$ cat config.mk
export PLATFORM = sky130hd
export DESIGN_NAME = rtom_top
export DESIGN_NICKNAME = d
export VERILOG_FILES = /design/src/core/rtom_obs_mux.v /design/src/core/rtom_vel_window.v /design/src/core/rtom_top.v
export VERILOG_INCLUDE_DIRS = /design/src /design/src/core
export SDC_FILE = /design/constraint.sdc
export NUM_CORES = 1
export LEC_CHECK = 0
export ABC_AREA = 0
export ABC_CLOCK_PERIOD_IN_PS = 7950
export BUFFER_PORTS_ARGS = -buffer_cell sky130_fd_sc_hd__buf_2
export CORE_MARGIN = 2
export CORE_UTILIZATION = 52
export CTS_CLUSTER_DIAMETER = 30
export DETAILED_ROUTE_END_ITERATION = 10
export PLACE_DENSITY = 0.93
export SETUP_SLACK_MARGIN = 0.02
export SKIP_LAST_GASP = 1
export SYNTH_ARGS = -nofsm -noshare
export SYNTH_HDL_FRONTEND = slang
export SYNTH_HIERARCHICAL = 1
export SYNTH_SLANG_ARGS = --single-unit
$ cat constraint.sdc
create_clock -name pclk -period 7.95 [get_ports pclk]
set_clock_uncertainty 0.2 [all_clocks]
set_input_delay 1.59 -clock pclk [delete_from_list [all_inputs] [get_ports pclk]]
set_output_delay 1.59 -clock pclk [all_outputs]
set_load 0.01 [all_outputs]
$ cat src/core/rtom_regs.vh
// Register offsets, field positions, reset values and timing constants
`ifndef RTOM_REGS_VH
`define RTOM_REGS_VH

// ----------------------------------------------------------------
// Register offsets (byte addresses)
// ----------------------------------------------------------------
`define RTOM_ADDR_W         12
`define RTOM_OBS_OFS        12'h064
`define RTOM_ETC_OFS        12'h06C

// ----------------------------------------------------------------
// Observation register fields
// ----------------------------------------------------------------
`define RTOM_WIN_LSB        28
`define RTOM_WIN_MSB        29
`define RTOM_SEL_LSB        16
`define RTOM_SEL_MSB        22
`define RTOM_OBS_WMASK      32'h307F0000
`define RTOM_OBS_RST        32'h00000000

// ----------------------------------------------------------------
// Timer control register fields
// ----------------------------------------------------------------
`define RTOM_ETC_WMASK      32'hD03F0000
`define RTOM_ETC_TRIG_BIT   24
`define RTOM_ETC_RST        32'h00000000
`define RTOM_ZCP_LSB        30
`define RTOM_ZCP_MSB        31
`define RTOM_ZSRC_BIT       28
`define RTOM_CMP_BIT        21
`define RTOM_IRQ_BIT        20
`define RTOM_DRV_BIT        19
`define RTOM_SMP_BIT        18
`define RTOM_EDGE_BIT       17
`define RTOM_RUN_BIT        16

// ----------------------------------------------------------------
// Observe select codes
// ----------------------------------------------------------------
`define RTOM_SEL_EXC        7'h44
`define RTOM_SEL_COS        7'h43
`define RTOM_SEL_SIN        7'h42
`define RTOM_SEL_CTLVAR     7'h2F
`define RTOM_SEL_SQINT      7'h2E
`define RTOM_SEL_SQSUM      7'h2D
`define RTOM_SEL_COSOFS     7'h1D
`define RTOM_SEL_SINOFS     7'h1C

// ----------------------------------------------------------------
// Timing: clock period and velocity windows in ps, window 0 also in clock cycles
// ----------------------------------------------------------------
`define RTOM_CLK_PS         8000
`define RTOM_WIN0_PS        12800000
`define RTOM_WIN1_PS        51200000
`define RTOM_WIN2_PS        102400000
`define RTOM_WIN3_PS        204800000
`define RTOM_WIN0_CYC       (`RTOM_WIN0_PS / `RTOM_CLK_PS)

`endif

$ cat src/core/rtom_obs_mux.v
// Observation select multiplexer for the internal evaluation signals
`timescale 1ns/1ps
`include "rtom_regs.vh"

module rtom_obs_mux (
    input  wire [6:0]  observe_select,
    input  wire [12:0] excitation_sample,
    input  wire [12:0] cosine_sample,
    input  wire [12:0] sine_sample,
    input  wire [7:0]  loop_control_variation,
    input  wire [15:0] sumsq_integral,
    input  wire [15:0] sumsq_value,
    input  wire [9:0]  cosine_monitor_offset,
    input  wire [9:0]  sine_monitor_offset,
    output reg  [15:0] obs_data
);

    // ------------------------------------------------------------
    // Selection, upper bits zero filled
    // ------------------------------------------------------------
    always @* begin
        obs_data = 16'h0000;
        case (observe_select)
            `RTOM_SEL_EXC:    obs_data = {3'h0, excitation_sample};
            `RTOM_SEL_COS:    obs_data = {3'h0, cosine_sample};
            `RTOM_SEL_SIN:    obs_data = {3'h0, sine_sample};
            `RTOM_SEL_CTLVAR: obs_data = {8'h00, loop_control_variation};
            `RTOM_SEL_SQINT:  obs_data = sumsq_integral;
            `RTOM_SEL_SQSUM:  obs_data = sumsq_value;
            `RTOM_SEL_COSOFS: obs_data = {6'h00, cosine_monitor_offset};
            `RTOM_SEL_SINOFS: obs_data = {6'h00, sine_monitor_offset};
            default:          obs_data = 16'h0000;
        endcase
    end

endmodule

$ cat src/core/rtom_vel_window.v
// Angular velocity: angle change over a selectable measuring window
`timescale 1ns/1ps
`include "rtom_regs.vh"

module rtom_vel_window #(
    parameter WIN0_CYC = 1600,
    parameter WIN1_CYC = 6400,
    parameter WIN2_CYC = 12800,
    parameter WIN3_CYC = 25600
) (
    input  wire        pclk,
    input  wire        presetn,
    input  wire [1:0]  velocity_window_select,
    input  wire [15:0] angle_value,
    output reg  [31:0] angular_velocity_value
);

    // ------------------------------------------------------------
    // Window length lookup
    // ------------------------------------------------------------
    function [15:0] win_last;
        input [1:0]  sel;
        reg   [31:0] cyc;
        begin
            case (sel)
                2'b00:   cyc = WIN0_CYC - 1;
                2'b01:   cyc = WIN1_CYC - 1;
                2'b10:   cyc = WIN2_CYC - 1;
                default: cyc = WIN3_CYC - 1;
            endcase
            win_last = cyc[15:0];
        end
    endfunction

    reg  [15:0] win_cnt_ff;
    reg  [15:0] ref_angle_ff;
    wire [15:0] diff = angle_value - ref_angle_ff;
    wire        win_end = (win_cnt_ff >= win_last(velocity_window_select));

    // ------------------------------------------------------------
    // Window counter and difference capture
    // ------------------------------------------------------------
    always @(posedge pclk or negedge presetn) begin
        if (!presetn) begin
            win_cnt_ff             <= 16'h0000;
            ref_angle_ff           <= 16'h0000;
            angular_velocity_value <= 32'h00000000;
        end else if (win_end) begin
            win_cnt_ff             <= 16'h0000;
            ref_angle_ff           <= angle_value;
            angular_velocity_value <= {{16{diff[15]}}, diff};
        end else begin
            win_cnt_ff             <= win_cnt_ff + 16'h0001;
        end
    end

endmodule

$ cat src/core/rtom_top.v
// Test observation multiplexer with APB register file and timer control
//
// Our own choice: the APB slave port.
`timescale 1ns/1ps
`include "rtom_regs.vh"

// Function
// Two-bit window select picks 12.8, 51.2, 102.4 or 204.8 us velocity window.
// Reserved observation bits read their reset value; software writes it back.
// Seven-bit select in bits 22..16 routes one internal signal to data.
// Selected value appears in data bits 15..0 and on test output pin.
// Codes 44h, 43h, 42h give excitation, cosine, sine samples in bits 12..0.
// Code 2Fh gives eight-bit loop control variation in bits 7..0.
// Code 2Eh gives sixteen-bit sum-of-squares amplitude integral.
// Code 2Dh gives sixteen-bit sum-of-squares value.
// Code 1Dh gives ten-bit cosine monitor common offset in bits 9..0.
// Code 1Ch gives ten-bit sine monitor common offset in bits 9..0.
// Both registers accept 8, 16 and 32 bit reads and writes.
// Upper half of observation register resets to zero.
// Timer control resets to zero; upper writable, lower read-only counter.
// Velocity output is two's complement angle change over chosen window.
// Bits above signal width and unlisted codes read zero.
// Data follows selected signal with one clock latency.
module rtom_top #(
    parameter WIN1_CYC = `RTOM_WIN1_PS / `RTOM_CLK_PS,
    parameter WIN2_CYC = `RTOM_WIN2_PS / `RTOM_CLK_PS,
    parameter WIN3_CYC = `RTOM_WIN3_PS / `RTOM_CLK_PS
) (
    input  wire        pclk,
    input  wire        presetn,
    input  wire        psel,
    input  wire        penable,
    input  wire        pwrite,
    input  wire [11:0] paddr,
    input  wire [31:0] pwdata,
    input  wire [3:0]  pstrb,
    output wire [31:0] prdata,
    output wire        pready,
    output wire        pslverr,
    input  wire [12:0] excitation_sample,
    input  wire [12:0] cosine_sample,
    input  wire [12:0] sine_sample,
    input  wire [7:0]  loop_control_variation,
    input  wire [15:0] sumsq_integral,
    input  wire [15:0] sumsq_value,
    input  wire [9:0]  cosine_monitor_offset,
    input  wire [9:0]  sine_monitor_offset,
    input  wire [15:0] angle_value,
    input  wire [15:0] timer_count_value,
    output wire [15:0] test_bus_out,
    output wire [31:0] angular_velocity_value,
    output wire [1:0]  zero_cross_pulse_select,
    output wire        timer_zero_cross_source,
    output wire        zero_cross_soft_trigger,
    output wire        compare_enable,
    output wire        interrupt_path_enable,
    output wire        drive_path_enable,
    output wire        sample_trigger_enable,
    output wire        zero_cross_edge_select,
    output wire        counter_run_enable
);

    // ------------------------------------------------------------
    // Constants
    // ------------------------------------------------------------
    localparam WIN0_CYC = `RTOM_WIN0_CYC;

    // ------------------------------------------------------------
    // Helper functions
    // ------------------------------------------------------------
    function [31:0] byte_mask;
        input [3:0] strb;
        begin
            byte_mask = {{8{strb[3]}}, {8{strb[2]}}, {8{strb[1]}}, {8{strb[0]}}};
        end
    endfunction

    function [31:0] merge_word;
        input [31:0] old_val;
        input [31:0] new_val;
        input [31:0] lanes;
        input [31:0] wmask;
        reg   [31:0] m;
        begin
            m          = lanes & wmask;
            merge_word = (old_val & ~m) | (new_val & m);
        end
    endfunction

    // ------------------------------------------------------------
    // Declarations
    // ------------------------------------------------------------
    reg  [31:0] obs_ctl_ff;
    reg  [31:0] nxt_obs_ctl;
    reg  [31:0] etc_ctl_ff;
    reg  [31:0] nxt_etc_ctl;
    reg  [15:0] obs_data_ff;
    reg  [31:0] prdata_ff;
    reg  [31:0] nxt_prdata;
    reg         pready_ff;
    reg         pslverr_ff;
    reg         nxt_pslverr;
    reg         soft_trig_ff;
    reg         nxt_soft_trig;

    wire [15:0] mux_data;
    wire [31:0] lanes;
    wire        setup_phase;
    wire        access_wr;
    wire        hit_obs;
    wire        hit_etc;

    // ------------------------------------------------------------
    // Bus decode
    // ------------------------------------------------------------
    assign setup_phase = psel & ~penable;
    assign access_wr   = psel & penable & pready_ff & pwrite;
    assign hit_obs     = (paddr == `RTOM_OBS_OFS);
    assign hit_etc     = (paddr == `RTOM_ETC_OFS);
    assign lanes       = byte_mask(pstrb);

    // ------------------------------------------------------------
    // Observation select
    // ------------------------------------------------------------
    rtom_obs_mux u_obs_mux (
        .observe_select         (obs_ctl_ff[`RTOM_SEL_MSB:`RTOM_SEL_LSB]),
        .excitation_sample      (excitation_sample),
        .cosine_sample          (cosine_sample),
        .sine_sample            (sine_sample),
        .loop_control_variation (loop_control_variation),
        .sumsq_integral         (sumsq_integral),
        .sumsq_value            (sumsq_value),
        .cosine_monitor_offset  (cosine_monitor_offset),
        .sine_monitor_offset    (sine_monitor_offset),
        .obs_data               (mux_data)
    );

    // ------------------------------------------------------------
    // Angular velocity window
    // ------------------------------------------------------------
    rtom_vel_window #(
        .WIN0_CYC (WIN0_CYC),
        .WIN1_CYC (WIN1_CYC),
        .WIN2_CYC (WIN2_CYC),
        .WIN3_CYC (WIN3_CYC)
    ) u_vel_window (
        .pclk                   (pclk),
        .presetn                (presetn),
        .velocity_window_select (obs_ctl_ff[`RTOM_WIN_MSB:`RTOM_WIN_LSB]),
        .angle_value            (angle_value),
        .angular_velocity_value (angular_velocity_value)
    );

    // ------------------------------------------------------------
    // Register write logic
    // ------------------------------------------------------------
    always @* begin
        nxt_obs_ctl   = obs_ctl_ff;
        nxt_etc_ctl   = etc_ctl_ff;
        nxt_soft_trig = 1'b0;
        if (access_wr && hit_obs) begin
            // Reserved and data bits are never stored
            nxt_obs_ctl = merge_word(obs_ctl_ff, pwdata, lanes, `RTOM_OBS_WMASK);
        end else if (access_wr && hit_etc) begin
            nxt_etc_ctl   = merge_word(etc_ctl_ff, pwdata, lanes, `RTOM_ETC_WMASK);
            nxt_soft_trig = pstrb[3] & pwdata[`RTOM_ETC_TRIG_BIT];
        end
    end

    // ------------------------------------------------------------
    // Read data and response
    // ------------------------------------------------------------
    always @* begin
        nxt_prdata  = 32'h00000000;
        nxt_pslverr = 1'b0;
        if (hit_obs) begin
            nxt_prdata = {obs_ctl_ff[31:16], obs_data_ff};
        end else if (hit_etc) begin
            // Trigger bit always reads zero
            nxt_prdata = {etc_ctl_ff[31:16], timer_count_value};
        end else begin
            nxt_pslverr = 1'b1;
        end
    end

    // ------------------------------------------------------------
    // Control registers
    // ------------------------------------------------------------
    always @(posedge pclk or negedge presetn) begin
        if (!presetn) begin
            obs_ctl_ff   <= `RTOM_OBS_RST;
            etc_ctl_ff   <= `RTOM_ETC_RST;
            soft_trig_ff <= 1'b0;
        end else begin
            obs_ctl_ff   <= nxt_obs_ctl;
            etc_ctl_ff   <= nxt_etc_ctl;
            soft_trig_ff <= nxt_soft_trig;
        end
    end

    // ------------------------------------------------------------
    // Observed data capture
    // ------------------------------------------------------------
    always @(posedge pclk or negedge presetn) begin
        if (!presetn) begin
            obs_data_ff <= 16'h0000;
        end else begin
            obs_data_ff <= mux_data;
        end
    end

    // ------------------------------------------------------------
    // APB response registers
    // ------------------------------------------------------------
    always @(posedge pclk or negedge presetn) begin
        if (!presetn) begin
            prdata_ff  <= 32'h00000000;
            pready_ff  <= 1'b0;
            pslverr_ff <= 1'b0;
        end else if (setup_phase) begin
            prdata_ff  <= pwrite ? 32'h00000000 : nxt_prdata;
            pready_ff  <= 1'b1;
            pslverr_ff <= nxt_pslverr;
        end else begin
            prdata_ff  <= 32'h00000000;
            pready_ff  <= 1'b0;
            pslverr_ff <= 1'b0;
        end
    end

    // ------------------------------------------------------------
    // Outputs
    // ------------------------------------------------------------
    assign prdata                  = prdata_ff;
    assign pready                  = pready_ff;
    assign pslverr                 = pslverr_ff;
    assign test_bus_out            = obs_data_ff;
    assign zero_cross_pulse_select = etc_ctl_ff[`RTOM_ZCP_MSB:`RTOM_ZCP_LSB];
    assign timer_zero_cross_source = etc_ctl_ff[`RTOM_ZSRC_BIT];
    assign zero_cross_soft_trigger = soft_trig_ff;
    assign compare_enable          = etc_ctl_ff[`RTOM_CMP_BIT];
    assign interrupt_path_enable   = etc_ctl_ff[`RTOM_IRQ_BIT];
    assign drive_path_enable       = etc_ctl_ff[`RTOM_DRV_BIT];
    assign sample_trigger_enable   = etc_ctl_ff[`RTOM_SMP_BIT];
    assign zero_cross_edge_select  = etc_ctl_ff[`RTOM_EDGE_BIT];
    assign counter_run_enable      = etc_ctl_ff[`RTOM_RUN_BIT];

endmodule

Yosys cells after proc, flatten, opt, wreduce, memory -nomap -nowiden
Index checks and enable logic that the tools add are counted.
{"block": "word_totals", "output_inout_bits": 92, "memories": 0, "ramBits": 0, "reg_bits": 163, "input_bits": 184, "romBits": 0, "latch_bits": 0, "elab_cells": 57}
{"block": "classes", "n_reduce_logical": 4, "div_mod_pow": 0, "bitwise_logic": 15, "n_mux": 13, "n_lt_le_gt_ge": 1, "n_eq_ne": 12, "addsub": 2, "n_mul": 0, "n_shift": 0}
{"operator": "32-bit 2-to-1 mux", "n": 4}
{"operator": "16-bit one-hot mux with 8 select lines", "n": 1}
{"operator": "32-bit AND", "n": 3}
{"operator": "32-bit bitwise OR", "n": 2}
{"operator": "15-bit one-hot mux with 3 select lines", "n": 1}
{"operator": "32-bit by 30-bit AND with 32-bit output", "n": 1}
{"operator": "30-bit inverter with 32-bit output", "n": 1}
{"operator": "32-bit inverter", "n": 1}
{"operator": "12-bit by 7-bit == test with 1-bit output (second input constant)", "n": 2}
{"operator": "7-bit by 6-bit == test with 1-bit output (second input constant)", "n": 3}
{"operator": "7-bit == test (second input constant)", "n": 3}
{"operator": "16-bit by 1-bit adder with 16-bit output (second input constant)", "n": 1}
{"operator": "16-bit by 15-bit >= comparator with 1-bit output", "n": 1}
{"operator": "16-bit 2-to-1 mux", "n": 1}
{"operator": "16-bit subtractor", "n": 1}
{"operator": "7-bit by 5-bit == test with 1-bit output (second input constant)", "n": 2}
{"operator": "1-bit 2-to-1 mux", "n": 6}
{"operator": "1-bit AND", "n": 5}
{"operator": "2-bit by 1-bit == test with 1-bit output (second input constant)", "n": 1}
{"operator": "2-bit == test (second input constant)", "n": 1}
{"operator": "1-bit logical AND", "n": 2}
{"operator": "2-bit logical NOT", "n": 1}
{"operator": "1-bit inverter", "n": 2}
{"operator": "2-bit AND reduction", "n": 1}

Longest topological paths before layout
Gate-level depths: netlist of run 1.
{"block": "depth", "ltp_word": 6, "ltp_mapped": 11, "ltp_nobuf": 9}

By module
Netlist of run 1, hierarchy kept.
{"mod": "rtom_vel_window", "seq_area_each_um2": 1201.2, "cells_per_inst": 326, "area_each_um2": 3326.9, "n_inst": 1}
{"mod": "rtom_top", "seq_area_each_um2": 1601.5, "cells_per_inst": 140, "area_each_um2": 2312.2, "n_inst": 1}
{"mod": "rtom_obs_mux", "seq_area_each_um2": 0.0, "cells_per_inst": 105, "area_each_um2": 863.3, "n_inst": 1}

Least setup slack after synthesis of run 1
Ideal clock, no wire load.
{"block": "synth_path", "path_type": "input port to flip-flop", "from": "in angle_value[0]", "to": "reg u_vel_window.angular_velocity_value[12]", "n_path_buf": 0, "setup_time_ns": 0.110, "t_arrival_ns": 3.117, "cell_stages": 8, "path_slack_ns": 4.523, "t_required_ns": 7.640, "path_cell_list": "inv_1 ha_1 fa_1 nor2b_1 o31a_1 o221a_2 nor3_1 o41ai_1"}
{"block": "synth_via", "elab_chain_cells": 1}
{"element": "start: declaration", "line": "rtom_top.v:48", "text": "input wire [15:0] angle_value,"}
{"element": "16-bit subtractor", "line": "rtom_vel_window.v:37", "text": "wire [15:0] diff = angle_value - ref_angle_ff;"}
{"element": "end signal: assignment", "line": "rtom_vel_window.v:51", "text": "angular_velocity_value <= {{16{diff[15]}}, diff};"}
{"element": "end: declaration", "line": "rtom_vel_window.v:15", "text": "output reg [31:0] angular_velocity_value"}
Every way passes these cells.
A chain may end at the register's enable or synchronous reset.

Worst setup path after layout of run 1
{"block": "layout_path", "from": "in paddr[7]", "to": "reg prdata_ff[1] (netlist: prdata[1])"}
{"block": "layout_via", "elab_chain_cells": 5, "elab_cells_between_ends": 6, "classes_between": "eq/ne: 2; mux: 4"}
{"element": "start: declaration", "line": "rtom_top.v:34", "text": "input wire [11:0] paddr,"}
{"element": "12-bit by 7-bit == test with 1-bit output (no source line)"}
{"element": "32-bit 2-to-1 mux", "line": "rtom_top.v:178", "text": "end else if (hit_etc) begin"}
{"element": "32-bit 2-to-1 mux (*)", "line": "rtom_top.v:176", "text": "if (hit_obs) begin"}
{"element": "32-bit 2-to-1 mux (*)", "line": "rtom_top.v:221", "text": "prdata_ff <= pwrite ? 32'h00000000 : nxt_prdata;"}
{"element": "32-bit 2-to-1 mux (*)", "line": "rtom_top.v:220", "text": "end else if (setup_phase) begin"}
{"element": "end signal: assignment", "line": "rtom_top.v:221"}
{"element": "end: declaration", "line": "rtom_top.v:98", "text": "reg [31:0] prdata_ff;"}
Every way passes the cells marked *; elsewhere a longest branch is shown, timed or not.

==> impl_metrics.ini, run 1 <==
[clocking]
cts_tree = yes
numClockSinks = 112
h-tree-depth = 3
cts-root-buf = clkbuf_16
cts_setup_buffers = 0
clk_latency_ns = 0.35
path_clk_slew_ns = 0.07
clock_path_buffers = 2
numCtsBuffers = 9
hold_buffers = 0
post_cts_resized = 0

[global_routing]
grt_pass1_wl_um = 25600
grt_pass1_vias = 5245
antenna_found_initial = 4
overflow = 0
gr-usage-all-layers_pct = 24.9
grt_max_degree = 71

[setup_path]
cp-end-kind = flip-flop
critPathBufInv = 1
cp.depth = 5
critPathMaxStageDelay_ns = 0.92
required_ns = 8.03
rr_worst_depth = 9
crit_family = simple AND/OR/NAND/NOR gates
critical_path_class = primary input to flip-flop
crit_slowest_cell = and3_1
critPathMaxFanout = 25
start_kind = primary input
cp_cell_sequence = buf_2, or4_4, nor3_4, and3_1, a22o_1
worstPathArrival_ns = 3.74

[synthesis]
synth_compound_area_share_pct = 17.8
synth_top_area_cell = dfrtp_1
syn-instance-count = 571
async_reset_ff_share_pct = 100
synthTopCellsByArea = dfrtp_1 (43%), mux2_2 (5.4%), ha_1 (5.2%), mux2_4 (4.8%), a22o_1 (3.6%)
synth-seq-cells = 112
dominantRegCellSynth = dfrtp_1
synthXorXnorAreaFrac_pct = 2.69
synth_top_area_share_pct = 43.1
synth_adder_area_share_pct = 5.68
muxShareOfSynthArea_pct = 12.2
yosysWarnings = 6
seq_area_frac_synth_pct = 43.1
synth_edf_count = 0
synth_area_um2 = 6500
synth_top_family_by_area = compound AO/OA/AOI/OAI gates
yosysUniqueCellTypes = 73
synth_simple_gate_area_share_pct = 11.0
syn_area_per_cell_um2 = 11.4

[job]
cap_viol_max_count = 0

[timing]
period_share_pct = 46.0
post-route-min-period_ns = 3.66
finalSetupTns_ns = 0
timing.final.hold_violations = 0
slew_violations = 0
clock.fmax_mhz = 273
worstMarginPinSlew_ns = 1.05
timing.slew.headroom_pct = 30.2
hold_ws_ns = 0.290
fin_ws_ns = 4.29
setup_viol = 0
grt_setup_unrepaired = no

[drt]
highest_layer = met4
met1Wirelength_um = 6160
dr.pass1.iters = 5
detail-route-antenna-nets = 0
routedWlPerCell_um = 17.7
vias_per_cell = 5.62
drt-initial-drc-count = 395
routed_wirelength_um = 17000
drc = 0
route.met3.wl_um = 1010
vias = 5396
met2_length_um = 9250

[worst_hold_path]
holdPathStages = 1
hp-class = flip-flop to flip-flop

[power]
switching_share_pct = 23.9
p_per_area_nw_per_um2 = 139
ir_drop_mv = 0.131
clkPwrFrac_pct = 38.5
p_int_mw = 0.835
switchingPower_mw = 0.262
power_leakage_nw = 3.93
power_frac_comb_pct = 9.5
power_frac_seq_pct = 52.0

[floorplan]
rows = 40
die_w_um = 116
die_h_um = 116
coreArea_um2 = 12100
start_util_pct = 53.7
io_pins = 276
fp.dieArea_um2 = 13400

[final_layout]
fill_cells = 972
drive_gt1_share_pct = 42.1
multi_input_area_um2 = 3230
regArea_um2 = 2800
utilization_pct = 65.1
final_cells = 960
area_growth_pct = 21.3
final_net_count = 996

[place]
gp_congestion = 0.858
dp_hpwl_um = 13300
port_buffers = 248
dp_cells = 941
dp_slack_ns = 3.93

[run_status]
status = finished clean
==> per-layer routing <==
metal | vias up | track usage (%)
met5 | - | 0
met4 | 0 | 11.9
met3 | 39 | 4.34
met2 | 225 | 46.2
met1 | 2613 | 27.6
li1 | 2519 | -
==> final timing paths <==
check	from	endpoint	slack (ns)
max in group asynchronous	presetn	u_vel_window/angular_velocity_value[11]$_DFFE_PN0P_	5.27
hold reg to reg	u_vel_window/win_cnt_ff[0]$_DFF_PN0_	u_vel_window/win_cnt_ff[0]$_DFF_PN0_	0.29
setup reg to reg	flip-flop	u_vel_window/angular_velocity_value[4]$_DFFE_PN0P_	4.46
min in group asynchronous	presetn	async pin	1.02
hold / removal	u_vel_window/win_cnt_ff[0]$_DFF_PN0_	u_vel_window/win_cnt_ff[0]$_DFF_PN0_	0.29
setup / recovery	paddr[7]	prdata[1]$_DFF_PN0_	4.29
==> layout by cell type, fill, tap and decap left out, drive strengths merged, types with 3 or more instances in the layout <==
| cell | count |
|---|---|
| o21a | 7 |
| mux2 | 59 |
| a22oi | 29 |
| or4 | 4 |
| a21o | 8 |
| a22o | 27 |
| nand3 | 9 |
| o21ai | 9 |
| o221ai | 8 |
| clkinv | 3 |
| clkbuf | 10 |
| o41ai | 4 |
| mux2i | 5 |
| and3 | 6 |
| o31ai | 6 |
| xnor2 | 11 |
| xor2 | 9 |
| nor2b | 6 |
| inv | 26 |
| and2 | 8 |
| conb | 5 |
| diode | 4 |
| dfrtp | 112 |
| o211ai | 13 |
| and4 | 5 |
| a221o | 3 |
| buf | 251 |
| nor2 | 32 |
| a21oi | 13 |
| nand2b | 7 |
| and4b | 3 |
| a211oi | 4 |
| nand2 | 18 |
| nor3 | 11 |
| ha | 27 |
==> logic make-up after synthesis <==
logic type	Yosys count
mux	64
fa+ha+maj	29
flops	112
xor+xnor	20
compound gates	144
simple gates	123
buf+inv	78
other cells	1
==> Yosys cell counts, drive strengths merged (5+ instances only) <==
master and number:
nand2b 7, nor3 11, a22o 27, mux2 59, buf 42, and2 8, xor2 9, o211ai 13
nor2 32, nand2 18, o21a 7, a21oi 13, nand3 9, and4 5, ha 27, o21ai 9
nor2b 6, mux2i 5, a21o 8, clkbuf 11, xnor2 11, and3 6, a22oi 29, o221ai 8
dfrtp 112, o31ai 6, inv 25
==> per-stage QoR <==
step                      power, mW  area (µm²)
final                          1.10        7890
after global routing           1.14        7890
after CTS                      1.11        7880
after detailed placement      0.686        7600
after global placement        0.683        7600
after floorplan               0.625        6520
==> power groups by stage <==
stage,Combinational [mW],Sequential [mW],Clock (mW)
finish,0.104,0.571,0.423
global route,0.115,0.571,0.454
CTS,0.104,0.571,0.431
detailed placement,0.104,0.582,0
global placement,0.101,0.582,0
floorplan,0.0428,0.582,0
==> layout make-up <==
cell class / count / share of cell area, %
diodes: 4 / 0.127
multi-input cells: 385 / 41.0
repair buffers: 251 / 16.1
clock inverters: 5 / 0.539
clock buffers: 10 / 2.90
inverters: 25 / 1.19
flip-flops and latches: 112 / 35.5
well taps: 168 / 2.67
(Power assumes the default switching activity.)
==> run 2, diff against run 1 <==
ABC_CLOCK_PERIOD_IN_PS = 3000   (was 7950)
CORE_UTILIZATION = 44   (was 52)
PLACE_DENSITY = 0.85   (was 0.93)
clock period = 3 ns   (was 7.95 ns; I/O delays follow)
==> run 2 against run 1 <==
Against the previous run: non-clock buffer count is 18 higher; first-iteration DRC count is 9.4% lower; core utilization is 9.2 points lower; setup slack worse by 4.1 ns; register-to-register slack worse by 4.3 ns; final cell count is 3.4% higher; sequential share of layout area is 0.92 points lower; via count is 0.87% higher; die area is 18% higher; critical path type is now flip-flop to flip-flop.
==> impl_metrics.ini, run 2 (synthesis results as in run 1) <==
[drt]
vias_per_cell = 5.48
routed_wirelength_um = 17700
detail-route-antenna-nets = 0
routedWlPerCell_um = 17.8
vias = 5443
drt-initial-drc-count = 358
drc = 0
dr.pass1.iters = 4

[power]
p_per_area_nw_per_um2 = 374
ir_drop_mv = 0.288
switchingPower_mw = 0.721
p_int_mw = 2.31
power_frac_comb_pct = 9.4
clkPwrFrac_pct = 40.7
switching_share_pct = 23.8
power_leakage_nw = 4.05
power_frac_seq_pct = 49.9

[floorplan]
io_pins = 276
fp.dieArea_um2 = 15800
die_w_um = 126
die_h_um = 126
rows = 44
start_util_pct = 44.9
coreArea_um2 = 14500

[timing]
timing.slew.headroom_pct = 42.7
clock.fmax_mhz = 355
worstMarginPinSlew_ns = 0.858
grt_setup_unrepaired = no
timing.final.hold_violations = 0
setup_viol = 0
fin_ws_ns = 0.179
post-route-min-period_ns = 2.82
period_share_pct = 94.0
slew_violations = 0

[clocking]
numClockSinks = 112
numCtsBuffers = 9
hold_buffers = 0
clk_latency_ns = 0.36
path_clk_slew_ns = 0.08
clock_path_buffers = 2
cts-root-buf = clkbuf_16
cts_tree = yes
h-tree-depth = 3

[setup_path]
cp-end-kind = flip-flop
crit_end = u_vel_window/ref_angle_ff[13]$_DFFE_PN0P_
critPathMaxFanout = 10
rrSetupSlack_ns = 0.18
start_kind = flip-flop
required_ns = 3.05
worstPathArrival_ns = 2.87
rr_worst_depth = 10
critical_path_class = flip-flop to flip-flop
r2r_end = u_vel_window/ref_angle_ff[13]$_DFFE_PN0P_

[final_layout]
area_growth_pct = 24.5
final_common_cell = buf_2
fill_cells = 1250
final_cells = 993
drive_gt1_share_pct = 43.7
finalInstanceArea_um2 = 8100
mostFrequentLayoutCells = buf_2 (247), dfrtp_1 (112), nor2_1 (31), mux2_2 (31), a22oi_1 (29)
final_net_count = 1015

[global_routing]
grt_max_degree = 51
antenna_found_initial = 1
gr-usage-all-layers_pct = 22.5
grt_pass1_vias = 5476
grt_pass1_wl_um = 27900
overflow = 0

[place]
dp_hpwl_um = 13800
gp_congestion = 0.866
postPlaceCellArea_um2 = 7750
dp_slack_ns = 0.00855
dp_cells = 972
port_buffers = 248

[worst_hold_path]
hp-class = primary input to async pin

[job]
cap_viol_max_count = 0

[run_status]
status = finished clean
## run 2: worst min-delay path by stage
stage	slack [ns]	depth (start not counted)	startpoint	to
2_1_floorplan	0.10	0	presetn	async pin
3_3_place_gp	0.27	1	test_bus_out[14]$_DFF_PN0_	prdata[14]$_DFF_PN0_
3_5_place_dp	0.29	1	u_vel_window/win_cnt_ff[0]$_DFF_PN0_	u_vel_window/win_cnt_ff[0]$_DFF_PN0_
4_1_cts	0.09	1	presetn	u_vel_window/win_cnt_ff[8]$_DFF_PN0_
5_1_grt	0.12	1	presetn	u_vel_window/win_cnt_ff[11]$_DFF_PN0_
6_report	0.07	1	presetn	u_vel_window/win_cnt_ff[11]$_DFF_PN0_
## run 2: layer usage
layer / GRT usage [%] / up-vias / wire length (µm)
met4: 9.48 / 0 / 567
li1: - / 2549 / -
met2: 41.9 / 221 / 9610
met5: 0 / - / 0
met3: 4.28 / 40 / 1040
met1: 25.0 / 2633 / 6500
## run 2: metrics by stage
step | power (mW) | setup TNS (ns) | hold WS, ns | util, %
finish | 3.03 | 0 | 0.0723 | 55.9
global route | 3.16 | 0 | 0.122 | 55.9
CTS | 3.06 | -0.393 | 0.0878 | 55.6
detailed placement | 1.83 | 0 | 0.286 | 53.5
global placement | 1.82 | 0 | 0.270 | 53.5
floorplan | 1.66 | 0 | 0.104 | -
## run 2: final cells by class
| class | count | area, µm² | area share [%] |
|---|---|---|---|
| diodes | 1 | 2.50 | 0.0309 |
| well taps | 184 | 230 | 2.84 |
| clock buffers | 9 | 225 | 2.78 |
| clock inverters | 7 | 80.1 | 0.989 |
| repair buffers | 269 | 1410 | 17.5 |
| inverters | 25 | 93.8 | 1.16 |
| flip-flops and latches | 112 | 2800 | 34.6 |
| multi-input cells | 386 | 3250 | 40.1 |
## run 2: critical path, cell delays in order (launching register included)
cell and delay (ns):
dfrtp_1 0.38, inv_1 0.09, ha_1 0.21, inv_1 0.07, ha_1 0.31, and3_4 0.21, a32o_1 0.22, a311oi_4 0.05
buf_4 0.17, o21ai_4 0.46, mux2_4 0.34
## run 2: power groups by stage
stage,clock (mW),combinational [mW],sequential [mW]
finish,1.23,0.284,1.51
CTS,1.26,0.286,1.51
global placement,0,0.276,1.54
global route,1.33,0.319,1.51
detailed placement,0,0.284,1.54
floorplan,0,0.114,1.54
## run 2: timing repair
action	CTS	global route
gates resized for setup	0	1
setup buffers	0	3
pin swaps	0	4
endpoints found under the setup margin	20	35
gates cloned	0	1
==> run 3, diff against run 2 <==
ABC_CLOCK_PERIOD_IN_PS = 2700   (was 3000)
CORE_UTILIZATION = 47   (was 44)
CTS_CLUSTER_SIZE = 8   (was default)
PLACE_DENSITY = 0.87   (was 0.85)
SYNTH_HIERARCHICAL = default   (was 1)
clock period = 2.7 ns   (was 3 ns; I/O delays follow)
==> run 3 against run 2 <==
Against the previous run: combinational power decreased by 16%; sequential share of layout area increased by 1.7 points; count of clock-buffer cells in the layout increased by 2; final area decreased by 4.6%; critical path type unchanged; largest power group unchanged.
==> impl_metrics.ini, run 3 <==
[clocking]
post_cts_resized = 0
numCtsBuffers = 9
numClockSinks = 112
clk_latency_ns = 0.35
clock_path_buffers = 2
h-tree-depth = 3
cts_tree = yes
cts-root-buf = clkbuf_16
path_clk_slew_ns = 0.07

[synthesis]
synth-seq-cells = 112
synthTopCellsByArea = dfrtp_1 (47%), ha_1 (5.8%), mux2_2 (5.5%), nand2_1 (3.6%), a222oi_1 (2.7%)
synth.most_common_cell = dfrtp_1
synth_edf_count = 0
yosysUniqueCellTypes = 60
seq_area_frac_synth_pct = 46.8
syn-instance-count = 570
dominantRegCellSynth = dfrtp_1
synth_area_um2 = 5990
async_reset_ff_share_pct = 100
synth_top_area_share_pct = 46.8
netlist_top_cells_count = dfrtp_1 (112), nand2_1 (58), nor2_1 (41)
synth_top_area_cell = dfrtp_1
yosysWarnings = 0
syn_area_per_cell_um2 = 10.5

[power]
finalPower_mw = 3.33
switchingPower_mw = 0.724
power_frac_seq_pct = 50.3
power_frac_comb_pct = 7.2
power_leakage_nw = 4.01
ir_drop_mv = 0.282
p_per_area_nw_per_um2 = 431
p_int_mw = 2.61
switching_share_pct = 21.7
clkPwrFrac_pct = 42.5

[timing]
finalSetupTns_ns = 0
worstMarginPinSlew_ns = 1.05
post-route-min-period_ns = 2.49
fin_ws_ns = 0.211
grt_setup_unrepaired = no
clock.fmax_mhz = 402
timing.final.hold_violations = 0
period_share_pct = 92.2
hold_ws_ns = 0.178
timing.slew.headroom_pct = 29.8
setup_viol = 0
slew_violations = 0

[drt]
dr.pass1.iters = 6
drc = 0
detail-route-antenna-nets = 0
vias_per_cell = 5.37
drt-initial-drc-count = 403
routed_wirelength_um = 16200
routedWlPerCell_um = 16.3
vias = 5330

[place]
postPlaceCellArea_um2 = 7400
gp_congestion = 0.879
dp_hpwl_um = 12800
port_buffers = 248
dp_slack_ns = -0.0202
dp_cells = 973

[setup_path]
critical_path_class = flip-flop to flip-flop
worstPathArrival_ns = 2.51
cp-end-kind = flip-flop
start_kind = flip-flop
crit_slowest_cell = dfrtp_1
required_ns = 2.72
critPathBufInv = 2
cp_cell_sequence = inv_1, ha_1, ha_1, a21o_1, a221o_1, a21o_1, buf_4, nand2_1, o21ai_0
critPathMaxStageDelay_ns = 0.37
critPathMaxFanout = 21
crit_family = compound AO/OA/AOI/OAI gates

[global_routing]
grt_pass1_vias = 5177
grt_pass1_wl_um = 25100
gr-usage-all-layers_pct = 23.9
globalRouteMet2Util_pct = 44.6
grt_max_degree = 48
global_route.usage.met3_pct = 4.38
antenna_found_initial = 1
overflow = 0
grt-busiest-layer = met2
use_met1_pct = 26.4

[floorplan]
fp.dieArea_um2 = 13700
die_h_um = 117
io_pins = 276
start_util_pct = 47.9
rows = 41
coreArea_um2 = 12500
die_w_um = 117

[final_layout]
drive_gt1_share_pct = 41.2
final_net_count = 1026
finalInstanceArea_um2 = 7730
mostFrequentLayoutCells = buf_2 (247), dfrtp_1 (112), nand2_1 (58)
final_common_cell = buf_2
final_cells = 992
utilization_pct = 61.7
area_growth_pct = 29.0

[worst_hold_path]
hp-class = primary input to flip-flop

[run_status]
status = finished clean

[job]
cap_viol_max_count = 0
==> run 3: worst reg2reg max path, stage by stage (launching register included) <==
cell     delay [ns]
dfrtp_1        0.37
inv_1          0.06
ha_1           0.31
ha_1           0.30
a21o_1         0.18
a221o_1        0.35
a21o_1         0.21
buf_4          0.21
nand2_1        0.08
o21ai_0        0.08
==> run 3: cell type report <==
type	instances	area, µm²
Clock buffer	11	233
Clock inverter	5	81.3
Tap cell	172	215
Fill cell	1076	4790
Multi-Input combinational cell	392	2820
Inverter	28	105
Sequential cell	112	2800
Antenna cell	2	5.00
Timing Repair Buffer	270	1460
==> run 3: timing repair <==
item	in CTS	in global routing
hold buffers	1	0
buffers inserted	0	0
hold endpoints to repair	31	0
==> run 3: power by group through the flow <==
stage	combinational, mW	clock [mW]	sequential, mW
CTS	0.241	1.44	1.68
global route	0.265	1.52	1.68
global placement	0.232	0	1.71
finish	0.239	1.42	1.68
detailed placement	0.237	0	1.71
floorplan	0.0642	0	1.71
==> run 3: cells by family (layout without fill, tap and decap cells) <==
family,count (synthesis),after routing,share of synthesized area (%)
buffers and inverters,70,314,6.41
multiplexers,34,34,6.29
adder cells (fa/ha/maj),29,29,6.18
XOR/XNOR,22,22,3.22
AND/OR/NAND/NOR,164,164,14.0
flip-flops,112,112,46.8
AO/OA/AOI/OAI,138,138,17.1
other,1,7,0.0626
==> run 3: worst paths after layout <==
check,startpoint,to,slack (ns),cells after the start
worst max-delay path,flip-flop,u_vel_window.ref_angle_ff[13]$_DFFE_PN0P_,0.21,9
max in group asynchronous,presetn,u_vel_window.angular_velocity_value[10]$_DFFE_PN0P_,1.05,3
worst min-delay path,sumsq_integral[10],test_bus_out[10]$_DFF_PN0_,0.18,3
min in group asynchronous,presetn,u_vel_window.win_cnt_ff[3]$_DFF_PN0_,0.46,2
worst max register to register,flip-flop,u_vel_window.ref_angle_ff[13]$_DFFE_PN0P_,0.21,9
worst min register to register,u_vel_window.angular_velocity_value[9]$_DFFE_PN0P_,u_vel_window.angular_velocity_value[9]$_DFFE_PN0P_,0.28,2
==> run 3: metal layers <==
metal	vias to the layer above	part of all wire, %
li1	2535	-
met1	2555	38
met2	207	54
met3	33	4.9
met4	0	2.6
met5	-	0
